<file path="config.mk">
export PLATFORM = sky130hd
export DESIGN_NAME = ahpc_host_port
export DESIGN_NICKNAME = d
export VERILOG_FILES = /design/src/rtl/ahpc_pkg.sv /design/src/rtl/ahpc_host_port.sv
export SDC_FILE = /design/constraint.sdc
export NUM_CORES = 1
export LEC_CHECK = 0
export BUFFER_PORTS_ARGS = -buffer_cell sky130_fd_sc_hd__buf_4
export CAP_MARGIN = 15
export CORE_UTILIZATION = 42
export CTS_BUF_LIST = sky130_fd_sc_hd__clkbuf_8
export DETAILED_ROUTE_END_ITERATION = 8
export MAX_ROUTING_LAYER = met4
export PLACE_DENSITY = 0.66
export SYNTH_ARGS = -nofsm -noshare
export SYNTH_HDL_FRONTEND = slang
export SYNTH_SLANG_ARGS = --single-unit
</file>
<file path="constraint.sdc">
create_clock -name CLK -period 4.38 [get_ports CLK]
set_clock_uncertainty 0.05 [all_clocks]
set_input_delay 0.657 -clock CLK [delete_from_list [all_inputs] [get_ports CLK]]
set_output_delay 0.657 -clock CLK [all_outputs]
set_load 0.01 [all_outputs]
</file>
<file path="src/rtl/ahpc_pkg.sv">
// package: constants for the adc host port and interface control register
package ahpc_pkg;
  localparam int AHPC_WORD_W = 12;
  localparam int AHPC_DATA_W = 10;
  // address bits of a control word
  localparam int AHPC_ADDR_HI_POS = 11;
  localparam int AHPC_ADDR_LO_POS = 10;
  // interface_and_format_control field positions
  localparam int AHPC_DEV_RESET_POS = 0;
  localparam int AHPC_SYNC_CLR_POS = 1;
  localparam int AHPC_DIR_MODE_POS = 6;
  localparam int AHPC_FMT_POS = 7;
  localparam int AHPC_OFFS_POS = 8;
  // reset values of control registers
  localparam logic [11:0] AHPC_CR1_RESET = 12'h030;
  localparam logic [9:0] AHPC_CR0_RESET = 10'h020;
  // format flip for straight binary: invert msb of two's complement
  localparam logic [9:0] AHPC_MSB_FLIP = 10'h200;
  localparam logic [9:0] AHPC_ZERO_W = 10'h000;
endpackage

</file>
<file path="src/rtl/ahpc_host_port.sv">
// module: parallel host port, strobe logic and interface control register
//
// Overview of operation
// control register one is write-only, addr 01
// reset bit one resets device and registers
// device stays in reset until bit0 cleared
// bit1 set clears the sync generator
// host sets sync clear for multichannel setup
// host writes reserved bit 9 as zero
// bit6 one: write pin is read-not-write
// bit6 zero: separate read and write pins
// bit7 selects two's complement or binary
// bit8 captures offset, subtracts from results
// read strobe on last active, write idle
// read strobe drops on first inactive
// read strobe drives data and enables drivers
// write strobe on last active, read idle
// write strobe drops on first inactive
// write strobe loads control register word
// host writes reserved bits 2..5 as reset
// host holds read pin high in combined mode
`timescale 1ns/1ps
module ahpc_host_port
(
  input wire logic CLK,
  input wire logic RESET,
  input wire logic CHIP_SELECT_LOW_ACTIVE_N,
  input wire logic CHIP_SELECT_HIGH_ACTIVE,
  input wire logic RD_N,
  input wire logic WR_N,
  input wire logic [11:0] DATA_IN,
  input wire logic [9:0] CONV_RESULT,
  input wire logic CONV_VALID,
  output logic [9:0] DATA_OUT,
  output logic DATA_OE,
  output logic READ_STROBE,
  output logic WORD_TAKEN,
  output logic [9:0] CTRL0,
  output logic DEVICE_IN_RESET,
  output logic SYNC_GEN_CLEAR,
  output logic OUTPUT_FORMAT_SELECT,
  output logic OFFSET_CAL_BUSY
);

  // offset calibration states
  typedef enum logic [2:0]
  {
    AHPC_CAL_IDLE = 3'b001,
    AHPC_CAL_WAIT = 3'b010,
    AHPC_CAL_DONE = 3'b100
  } ahpc_cal_t;

  // decode of a control word address, used for both registers
  function automatic logic is_addr(input logic [11:0] w, input logic lo);
    is_addr = (w[ahpc_pkg::AHPC_ADDR_HI_POS] == 1'b0) &&
              (w[ahpc_pkg::AHPC_ADDR_LO_POS] == lo);
  endfunction

  // pin combination, taken combinationally from the raw pin levels
  logic cs_ok; // both chip selects active
  logic dir_q, dir_d; // combined direction mode
  logic rd_req; // read request per current mode
  logic wr_req; // write request per current mode
  logic rd_int; // internal read strobe
  logic wr_int; // internal write strobe
  logic wr_int_q, wr_int_d; // delayed write strobe for edge
  logic wr_rise; // one cycle at start of a write

  // register state
  logic [11:0] cr1_q, cr1_d; // interface_and_format_control
  logic [9:0] cr0_q, cr0_d; // low ten bits of control register zero
  logic sync_q, sync_d; // one-cycle sync clear pulse
  logic taken_q, taken_d; // word accepted pulse
  logic [9:0] offs_q, offs_d; // stored offset
  ahpc_cal_t cal_q, cal_d; // calibration state
  logic [9:0] dout_q, dout_d; // output word
  logic oe_q, oe_d; // driver enable
  logic rs_q, rs_d; // read strobe copy
  logic [9:0] corr; // offset-corrected result
  logic busy_q, busy_d; // calibration running, kept in a flop for the pin

  always_comb
  begin
    cs_ok = !CHIP_SELECT_LOW_ACTIVE_N && CHIP_SELECT_HIGH_ACTIVE;
    if (dir_q)
    begin
      // read pin ignored; write pin high means read
      rd_req = WR_N;
      wr_req = !WR_N;
    end
    else
    begin
      // separate pins, each only while the other is idle
      rd_req = !RD_N && WR_N;
      wr_req = !WR_N && RD_N;
    end
    // and of all three: last active asserts, first inactive drops
    rd_int = cs_ok && rd_req;
    wr_int = cs_ok && wr_req;
    wr_rise = wr_int && !wr_int_q;
  end

  // next values of the control registers
  always_comb
  begin
    cr1_d = cr1_q;
    cr0_d = cr0_q;
    dir_d = cr1_q[ahpc_pkg::AHPC_DIR_MODE_POS];
    wr_int_d = wr_int;
    sync_d = 1'b0;
    taken_d = 1'b0;
    if (wr_rise)
    begin
      taken_d = 1'b1;
      if (is_addr(DATA_IN, 1'b1))
      begin
        // word stored once per strobe, at its start
        cr1_d = DATA_IN;
        sync_d = DATA_IN[ahpc_pkg::AHPC_SYNC_CLR_POS];
        if (DATA_IN[ahpc_pkg::AHPC_DEV_RESET_POS])
        begin
          // reset both registers, keep reset bit set
          cr1_d = ahpc_pkg::AHPC_CR1_RESET;
          cr1_d[ahpc_pkg::AHPC_DEV_RESET_POS] = 1'b1;
          cr0_d = ahpc_pkg::AHPC_CR0_RESET;
        end
      end
      else if (is_addr(DATA_IN, 1'b0) &&
               !cr1_q[ahpc_pkg::AHPC_DEV_RESET_POS])
      begin
        // register zero ignored while held in reset
        cr0_d = DATA_IN[9:0];
      end
    end
  end

  always_ff @(posedge CLK or posedge RESET)
  begin
    if (RESET)
    begin
      cr1_q <= ahpc_pkg::AHPC_CR1_RESET;
      cr0_q <= ahpc_pkg::AHPC_CR0_RESET;
      dir_q <= 1'b0;
      wr_int_q <= 1'b0;
      sync_q <= 1'b0;
      taken_q <= 1'b0;
    end
    else
    begin
      cr1_q <= cr1_d;
      cr0_q <= cr0_d;
      dir_q <= dir_d;
      wr_int_q <= wr_int_d;
      sync_q <= sync_d;
      taken_q <= taken_d;
    end
  end

  // offset calibration and output path
  always_comb
  begin
    cal_d = cal_q;
    offs_d = offs_q;
    corr = CONV_RESULT - offs_q;
    unique case (cal_q)
      AHPC_CAL_IDLE:
      begin
        // a write with the offset bit starts calibration
        if (wr_rise && is_addr(DATA_IN, 1'b1) &&
            DATA_IN[ahpc_pkg::AHPC_OFFS_POS] &&
            !DATA_IN[ahpc_pkg::AHPC_DEV_RESET_POS])
          cal_d = AHPC_CAL_WAIT;
      end
      AHPC_CAL_WAIT:
      begin
        // the next result is from zeroed inputs
        if (CONV_VALID)
        begin
          offs_d = CONV_RESULT;
          cal_d = AHPC_CAL_DONE;
        end
      end
      AHPC_CAL_DONE:
      begin
        cal_d = AHPC_CAL_IDLE;
      end
    endcase
    if (cr1_q[ahpc_pkg::AHPC_DEV_RESET_POS])
    begin
      // device reset drops any stored offset
      offs_d = ahpc_pkg::AHPC_ZERO_W;
      cal_d = AHPC_CAL_IDLE;
    end
    // busy pin registered from the next state so it keeps the state's timing
    busy_d = (cal_d != AHPC_CAL_IDLE);
    // format applied after correction
    if (cr1_q[ahpc_pkg::AHPC_FMT_POS])
      dout_d = corr ^ ahpc_pkg::AHPC_MSB_FLIP;
    else
      dout_d = corr;
    // drivers enabled only by the read strobe
    oe_d = rd_int;
    rs_d = rd_int;
    if (!rd_int)
      dout_d = ahpc_pkg::AHPC_ZERO_W;
  end

  always_ff @(posedge CLK or posedge RESET)
  begin
    if (RESET)
    begin
      cal_q <= AHPC_CAL_IDLE;
      offs_q <= ahpc_pkg::AHPC_ZERO_W;
      dout_q <= ahpc_pkg::AHPC_ZERO_W;
      oe_q <= 1'b0;
      rs_q <= 1'b0;
      busy_q <= 1'b0;
    end
    else
    begin
      cal_q <= cal_d;
      offs_q <= offs_d;
      dout_q <= dout_d;
      oe_q <= oe_d;
      rs_q <= rs_d;
      busy_q <= busy_d;
    end
  end

  // outputs straight from flip-flops
  assign DATA_OUT = dout_q;
  assign DATA_OE = oe_q;
  assign READ_STROBE = rs_q;
  assign WORD_TAKEN = taken_q;
  assign CTRL0 = cr0_q;
  assign DEVICE_IN_RESET = cr1_q[ahpc_pkg::AHPC_DEV_RESET_POS];
  assign SYNC_GEN_CLEAR = sync_q;
  assign OUTPUT_FORMAT_SELECT = cr1_q[ahpc_pkg::AHPC_FMT_POS];
  assign OFFSET_CAL_BUSY = busy_q;

  // driver enable follows the read strobe one cycle later
  read_enable_a: assert property (@(posedge CLK)
    disable iff (RESET)
    (cs_ok && rd_req) |=> DATA_OE && READ_STROBE)
    else $error("drivers not enabled after read strobe");
  // no read strobe while chip select is missing
  read_drop_a: assert property (@(posedge CLK)
    disable iff (RESET)
    !cs_ok |=> !DATA_OE)
    else $error("drivers on without chip select");
  // separate mode never reads with write low
  sep_read_a: assert property (@(posedge CLK)
    disable iff (RESET)
    (!dir_q && !WR_N) |=> !DATA_OE)
    else $error("read strobe during write");
  // combined mode reads with write pin high regardless of read pin
  comb_read_a: assert property (@(posedge CLK)
    disable iff (RESET)
    (dir_q && cs_ok && WR_N) |=> DATA_OE)
    else $error("combined mode read missed");
  // a register one write lands the next cycle
  cr1_load_a: assert property (@(posedge CLK)
    disable iff (RESET)
    (wr_rise && is_addr(DATA_IN, 1'b1) &&
     !DATA_IN[ahpc_pkg::AHPC_DEV_RESET_POS]) |=>
    OUTPUT_FORMAT_SELECT == $past(DATA_IN[ahpc_pkg::AHPC_FMT_POS]))
    else $error("format bit not loaded");
  // reset bit write holds device in reset with defaults
  dev_reset_a: assert property (@(posedge CLK)
    disable iff (RESET)
    (wr_rise && is_addr(DATA_IN, 1'b1) &&
     DATA_IN[ahpc_pkg::AHPC_DEV_RESET_POS]) |=>
    DEVICE_IN_RESET && CTRL0 == ahpc_pkg::AHPC_CR0_RESET &&
    !OUTPUT_FORMAT_SELECT)
    else $error("device reset did not restore defaults");
  // held in reset until a write with bit 0 clear
  reset_hold_a: assert property (@(posedge CLK)
    disable iff (RESET)
    (DEVICE_IN_RESET && !wr_rise) |=> DEVICE_IN_RESET)
    else $error("device left reset without a write");
  // register zero keeps its default for as long as reset is held
  reset_ctrl0_a: assert property (@(posedge CLK)
    disable iff (RESET)
    DEVICE_IN_RESET |-> CTRL0 == ahpc_pkg::AHPC_CR0_RESET)
    else $error("register zero changed while held in reset");
  // sync clear is a single pulse after the write
  sync_pulse_a: assert property (@(posedge CLK)
    disable iff (RESET)
    (wr_rise && is_addr(DATA_IN, 1'b1) &&
     DATA_IN[ahpc_pkg::AHPC_SYNC_CLR_POS]) |=>
    SYNC_GEN_CLEAR ##1 !SYNC_GEN_CLEAR)
    else $error("sync clear pulse wrong");
  // no sync clear without a write starting the cycle before
  sync_idle_a: assert property (@(posedge CLK)
    disable iff (RESET)
    !wr_rise |=> !SYNC_GEN_CLEAR)
    else $error("sync clear without a write");
  // write strobe never active together with read
  write_excl_a: assert property (@(posedge CLK)
    disable iff (RESET)
    wr_rise |-> !rd_int)
    else $error("read and write strobes together");
  // data lines rest at zero whenever no read is strobed
  data_idle_a: assert property (@(posedge CLK)
    disable iff (RESET)
    !READ_STROBE |-> DATA_OUT == ahpc_pkg::AHPC_ZERO_W)
    else $error("data word shown without read strobe");
  // calibration start leads to wait state
  cal_start_a: assert property (@(posedge CLK)
    disable iff (RESET)
    (cal_q == AHPC_CAL_IDLE && wr_rise && is_addr(DATA_IN, 1'b1) &&
     DATA_IN[ahpc_pkg::AHPC_OFFS_POS] &&
     !DATA_IN[ahpc_pkg::AHPC_DEV_RESET_POS] && !DEVICE_IN_RESET) |=>
    OFFSET_CAL_BUSY)
    else $error("offset calibration not started");
  // the first result seen while waiting becomes the stored offset
  offs_take_a: assert property (@(posedge CLK)
    disable iff (RESET)
    (cal_q == AHPC_CAL_WAIT && CONV_VALID && !DEVICE_IN_RESET) |=>
    offs_q == $past(CONV_RESULT))
    else $error("offset not captured from result");
endmodule

</file>
Yosys cells after proc, flatten, opt, wreduce, memory -nomap -nowiden. Cells that the tools add are included.

Add/sub/neg operators: 1. Equality and inequality tests: 5. Muxes and demuxes: 18. Bitwise logic cells: 3. Reduce and logical (&&, ||, !) cells: 24.

Operator list (count): $mux W10 (8); $logic_and A1 B1 Y1 (12); $sub A10 B10 Y10 (1); $mux W3 (3); $pmux W3 S3 (1); $mux W8 (1); $logic_not A1 Y1 (6); $reduce_bool A2 Y1 (3); $mux W1 (5); $reduce_and A2 Y1 (2); $eq A3 B1 Y1 const B (1); $eq A3 B2 Y1 const B (1); $eq A3 B3 Y1 const B (1); $ne A3 B1 Y1 const B (1); $not A1 Y1 (3); $reduce_and A3 Y1 (1); $ne A2 B2 Y1 const B (1).

Bits in registers: 47. Output and inout bits: 27. Logic and storage cells: 62.

Depth between registers and ports, before layout.
Depth in word-level cells: 12. Gate-level depth with buffers: 9.

Least setup slack after synthesis. OpenSTA, ideal clock, no wires.

Path type: in2reg. Start: in CONV_RESULT[0]. End: reg dout_q[6], in the netlist DATA_OUT[6]. Arrival time: 2.084 ns. Slack: 2.115 ns. Cell stages on the path: 9. Path buffers: 0. Cells stage by stage: inv_1 > ha_1 > inv_1 > fa_1 > a211oi_1 > o21ai_0 > a21oi_1 > xor2_1 > nor2_1.

Longest elaborated chain between the ends: 3.

Ends and longest elaborated chain: from (decl) (line ahpc_host_port.sv:32) `input wire logic [9:0] CONV_RESULT,`; $sub A10 B10 Y10 (line ahpc_host_port.sv:164) `corr = CONV_RESULT - offs_q;`; $mux W10 (line ahpc_host_port.sv:197) `if (cr1_q[ahpc_pkg::AHPC_FMT_POS])`; $mux W10 (line ahpc_host_port.sv:204) `if (!rd_int)`; net dout_d[6] (line ahpc_host_port.sv:76) `logic [9:0] dout_q, dout_d;`; to (signal assigned) (line ahpc_host_port.sv:214) `dout_q <= ahpc_pkg::AHPC_ZERO_W;`; to (signal assigned) (line ahpc_host_port.sv:223) `dout_q <= dout_d;`; to (decl) (line ahpc_host_port.sv:76).

The timed path passes the listed nets, and every way through them passes these cells. A chain may end at the register's enable or synchronous reset.

Worst setup path in the final report.
Start: in CONV_RESULT[0]. End: reg dout_q[8], in the netlist DATA_OUT[8].

Same word-level chain as after synthesis.

==> metrics.cfg <==
[setup_path]
r2r_start = offs_q[0]
r2r_end = DATA_OUT[8]
cp.arrival_ns = 2.33
rr_worst_depth = 8
required_ns = 4.49
crit_fanout = 3
crit_path_start_kind = input pin
criticalPathCategory = input pin to register
r2r_setup_slack_ns = 2.33
endpoint_kind = register

[power_and_ir_drop]
max-vdd-ir-drop_v = 0.0001976
leakage_uw = 0.001277
power_density_nw_per_um2 = 345.7

[clock_network]
cts_buffers = 5
cts_resized = 0
post_cts_buffers = 0
clk_pin_slew_ns = 0.08
clockBufferDepth = 2
cts_tree = done
root_buffer = clkbuf_8
cts_max_level = 2
insertion_delay_ns = 0.29
cts_hold_buf = 0
clock-sinks = 42

[worst_hold_path]
min_path_cells = 0
min_to = dir_q
hp-start = cr1_q[6]
min_path_type = register to register

[sta]
setup_ws_ns = 2.163
slew_headroom_pct = 61.82
hold_viol = 0
period_share_pct = 50.61
finalSetupTns_ns = 0
rsz0062_at_grt = no
finalSetupViolations = 0
finalMaxSlewViolations = 0
fin_crit_ns = 2.217
tightestPinTransition_ns = 0.5727
clock.fmax_mhz = 451.2

[route]
postRouteAntennaNets = 0
routed_wl_um = 4200
route.detailed.drc = 0
drtIter0Drc = 86
highest_layer = met4
avgViaCountPerCell = 4.871
wl_met1_um = 2083
drtPass1Iterations = 4
met3_wirelength_um = 201
wl_per_cell_um = 12.28
wl_met2_um = 1879
via_count = 1666

[synthesis]
synth.top_cells.by_area = dfrtp_1 48%, nand2_1 5.5%, ha_1 5.4%
synth_top_area_share_pct = 47.73
seq_area_frac_synth_pct = 50.24
synth_edf_count = 0
synth_flop_cell = dfrtp_1
synth_area_um2 = 2097
ys_types = 45
async_reset_ff_share_pct = 100.0
ys_ff_latch = 42
ys_warn_count = 0
yosysTopAreaCell = dfrtp_1
synthesis.nets = 257
avgSynthCellArea_um2 = 9.619
postSynthCellCount = 218

[grt]
grt_pass1_wl_um = 7162
track_usage_pct = 18.36
antenna_found_initial = 0
grt_pass1_vias = 1586
overflow = 0
grt_max_degree = 43

[layout]
layout_common_cells = 57 x buf_4, 40 x dfrtp_1, 31 x nand2_1, 20 x inv_1, 17 x a21oi_1
final_common_cell = buf_4
nets = 313
diodes = 0
syn2layout_area_growth_pct = 27.86
drive_gt1_share_pct = 25.82

[die]
io_pins = 56
die_w_um = 72.66
die_y_um = 72.66
row_count = 25
die_area_um2 = 5279
coreArea_um2 = 4755
initial_core_util_pct = 44.11

[flow_run]
max_cap_violations = 0

[placed_design]
dp_slack_ns = 1.871
hpwl_um = 3134
place_congestion = 0.8080
io_buffers = 55

[status]
status = finished, final reports clean

stage by stage:
stage | hold slack, ns | cell area, um2 | std cells | util, % | total power [uW]
after floorplan | 0.3037 | 2097 | 218 | - | 541.6
after global placement | 0.3154 | 2565 | 334 | 53.95 | 623.1
after detailed placement | 0.3235 | 2565 | 334 | 53.95 | 625.4
after CTS | 0.3377 | 2681 | 342 | 56.39 | 938.2
after global routing | 0.3492 | 2681 | 342 | 56.39 | 975.6
final | 0.3377 | 2681 | 342 | 56.39 | 926.9
worst max-delay path, cell delays in order:
cell      delay [ns]
buf_4           0.11
inv_1           0.05
ha_1            0.15
inv_1           0.05
fa_1            0.41
a211oi_1        0.35
o21bai_1        0.13
a31oi_1         0.20
xor2_1          0.16
nor2_1          0.05
sequential cells by signal, summed over array words and instances, names as in the netlist:
register and count:
CTRL0 10, DATA_OUT 10, offs_q 10, cal_q 3, cr1_q 3, OFFSET_CAL_BUSY 1
READ_STROBE 1, SYNC_GEN_CLEAR 1, WORD_TAKEN 1, dir_q 1, wr_int_q 1
area by class of cell:
type | instances | area, um2
clock buffer | 6 | 82.58
clock inverter | 2 | 33.78
fill | 466 | 2073
inverter | 19 | 71.32
multi-input combinational | 149 | 928.4
sequential | 42 | 1054
tap | 67 | 83.83
timing repair buffer | 57 | 427.9
power by group:
part	leakage, uW	internal [uW]	switching [uW]
Clock	0.0000626	184	128
Combinational	0.000652	86.2	79.0
Sequential	0.000562	421	28.3
Yosys cell counts, types with 3 or more instances:
library cell and instances:
a21oi_1 17, clkbuf_1 4, dfrtp_1 40, nand2_1 31
nand3_1 5, nand2b_1 11, o21a_1 3, o21ai_0 10
inv_1 19, a211oi_1 3, xor2_1 3, nor2_1 12
o21ai_1 9, xnor2_1 3, ha_1 9
per-layer routing:
layer / vias to the layer above / GRT usage (%)
li1: 842 / -
met1: 774 / 24.73
met2: 45 / 28.14
met3: 5 / 3.315
met4: 0 / 6.100
met5: - / -
cells by family (layout without fill, tap and decap cells):
kind of cell    Yosys count  count (layout)  share of synthesized area (%)
compound gates           54              54                          15.87
xor+xnor                  6               6                          2.506
fa+ha+maj                10              10                          6.325
buf+inv                  27              84                          5.489
flops                    42              42                          50.24
mux                       1               1                         0.5370
simple gates             78              78                          19.03
how the worst max path moves through the flow:
| stage | startpoint | depth (start not counted) | endpoint |
|---|---|---|---|
| after detailed placement | CONV_RESULT[0] | 10 | DATA_OUT[6] |
| after global placement | CONV_RESULT[0] | 10 | DATA_OUT[6] |
| after floorplan | CONV_RESULT[0] | 9 | DATA_OUT[6] |
| after global routing | CONV_RESULT[0] | 10 | DATA_OUT[8] |
| final | CONV_RESULT[0] | 10 | DATA_OUT[8] |
| after CTS | CONV_RESULT[0] | 10 | DATA_OUT[6] |
(Power assumes the default switching activity.)
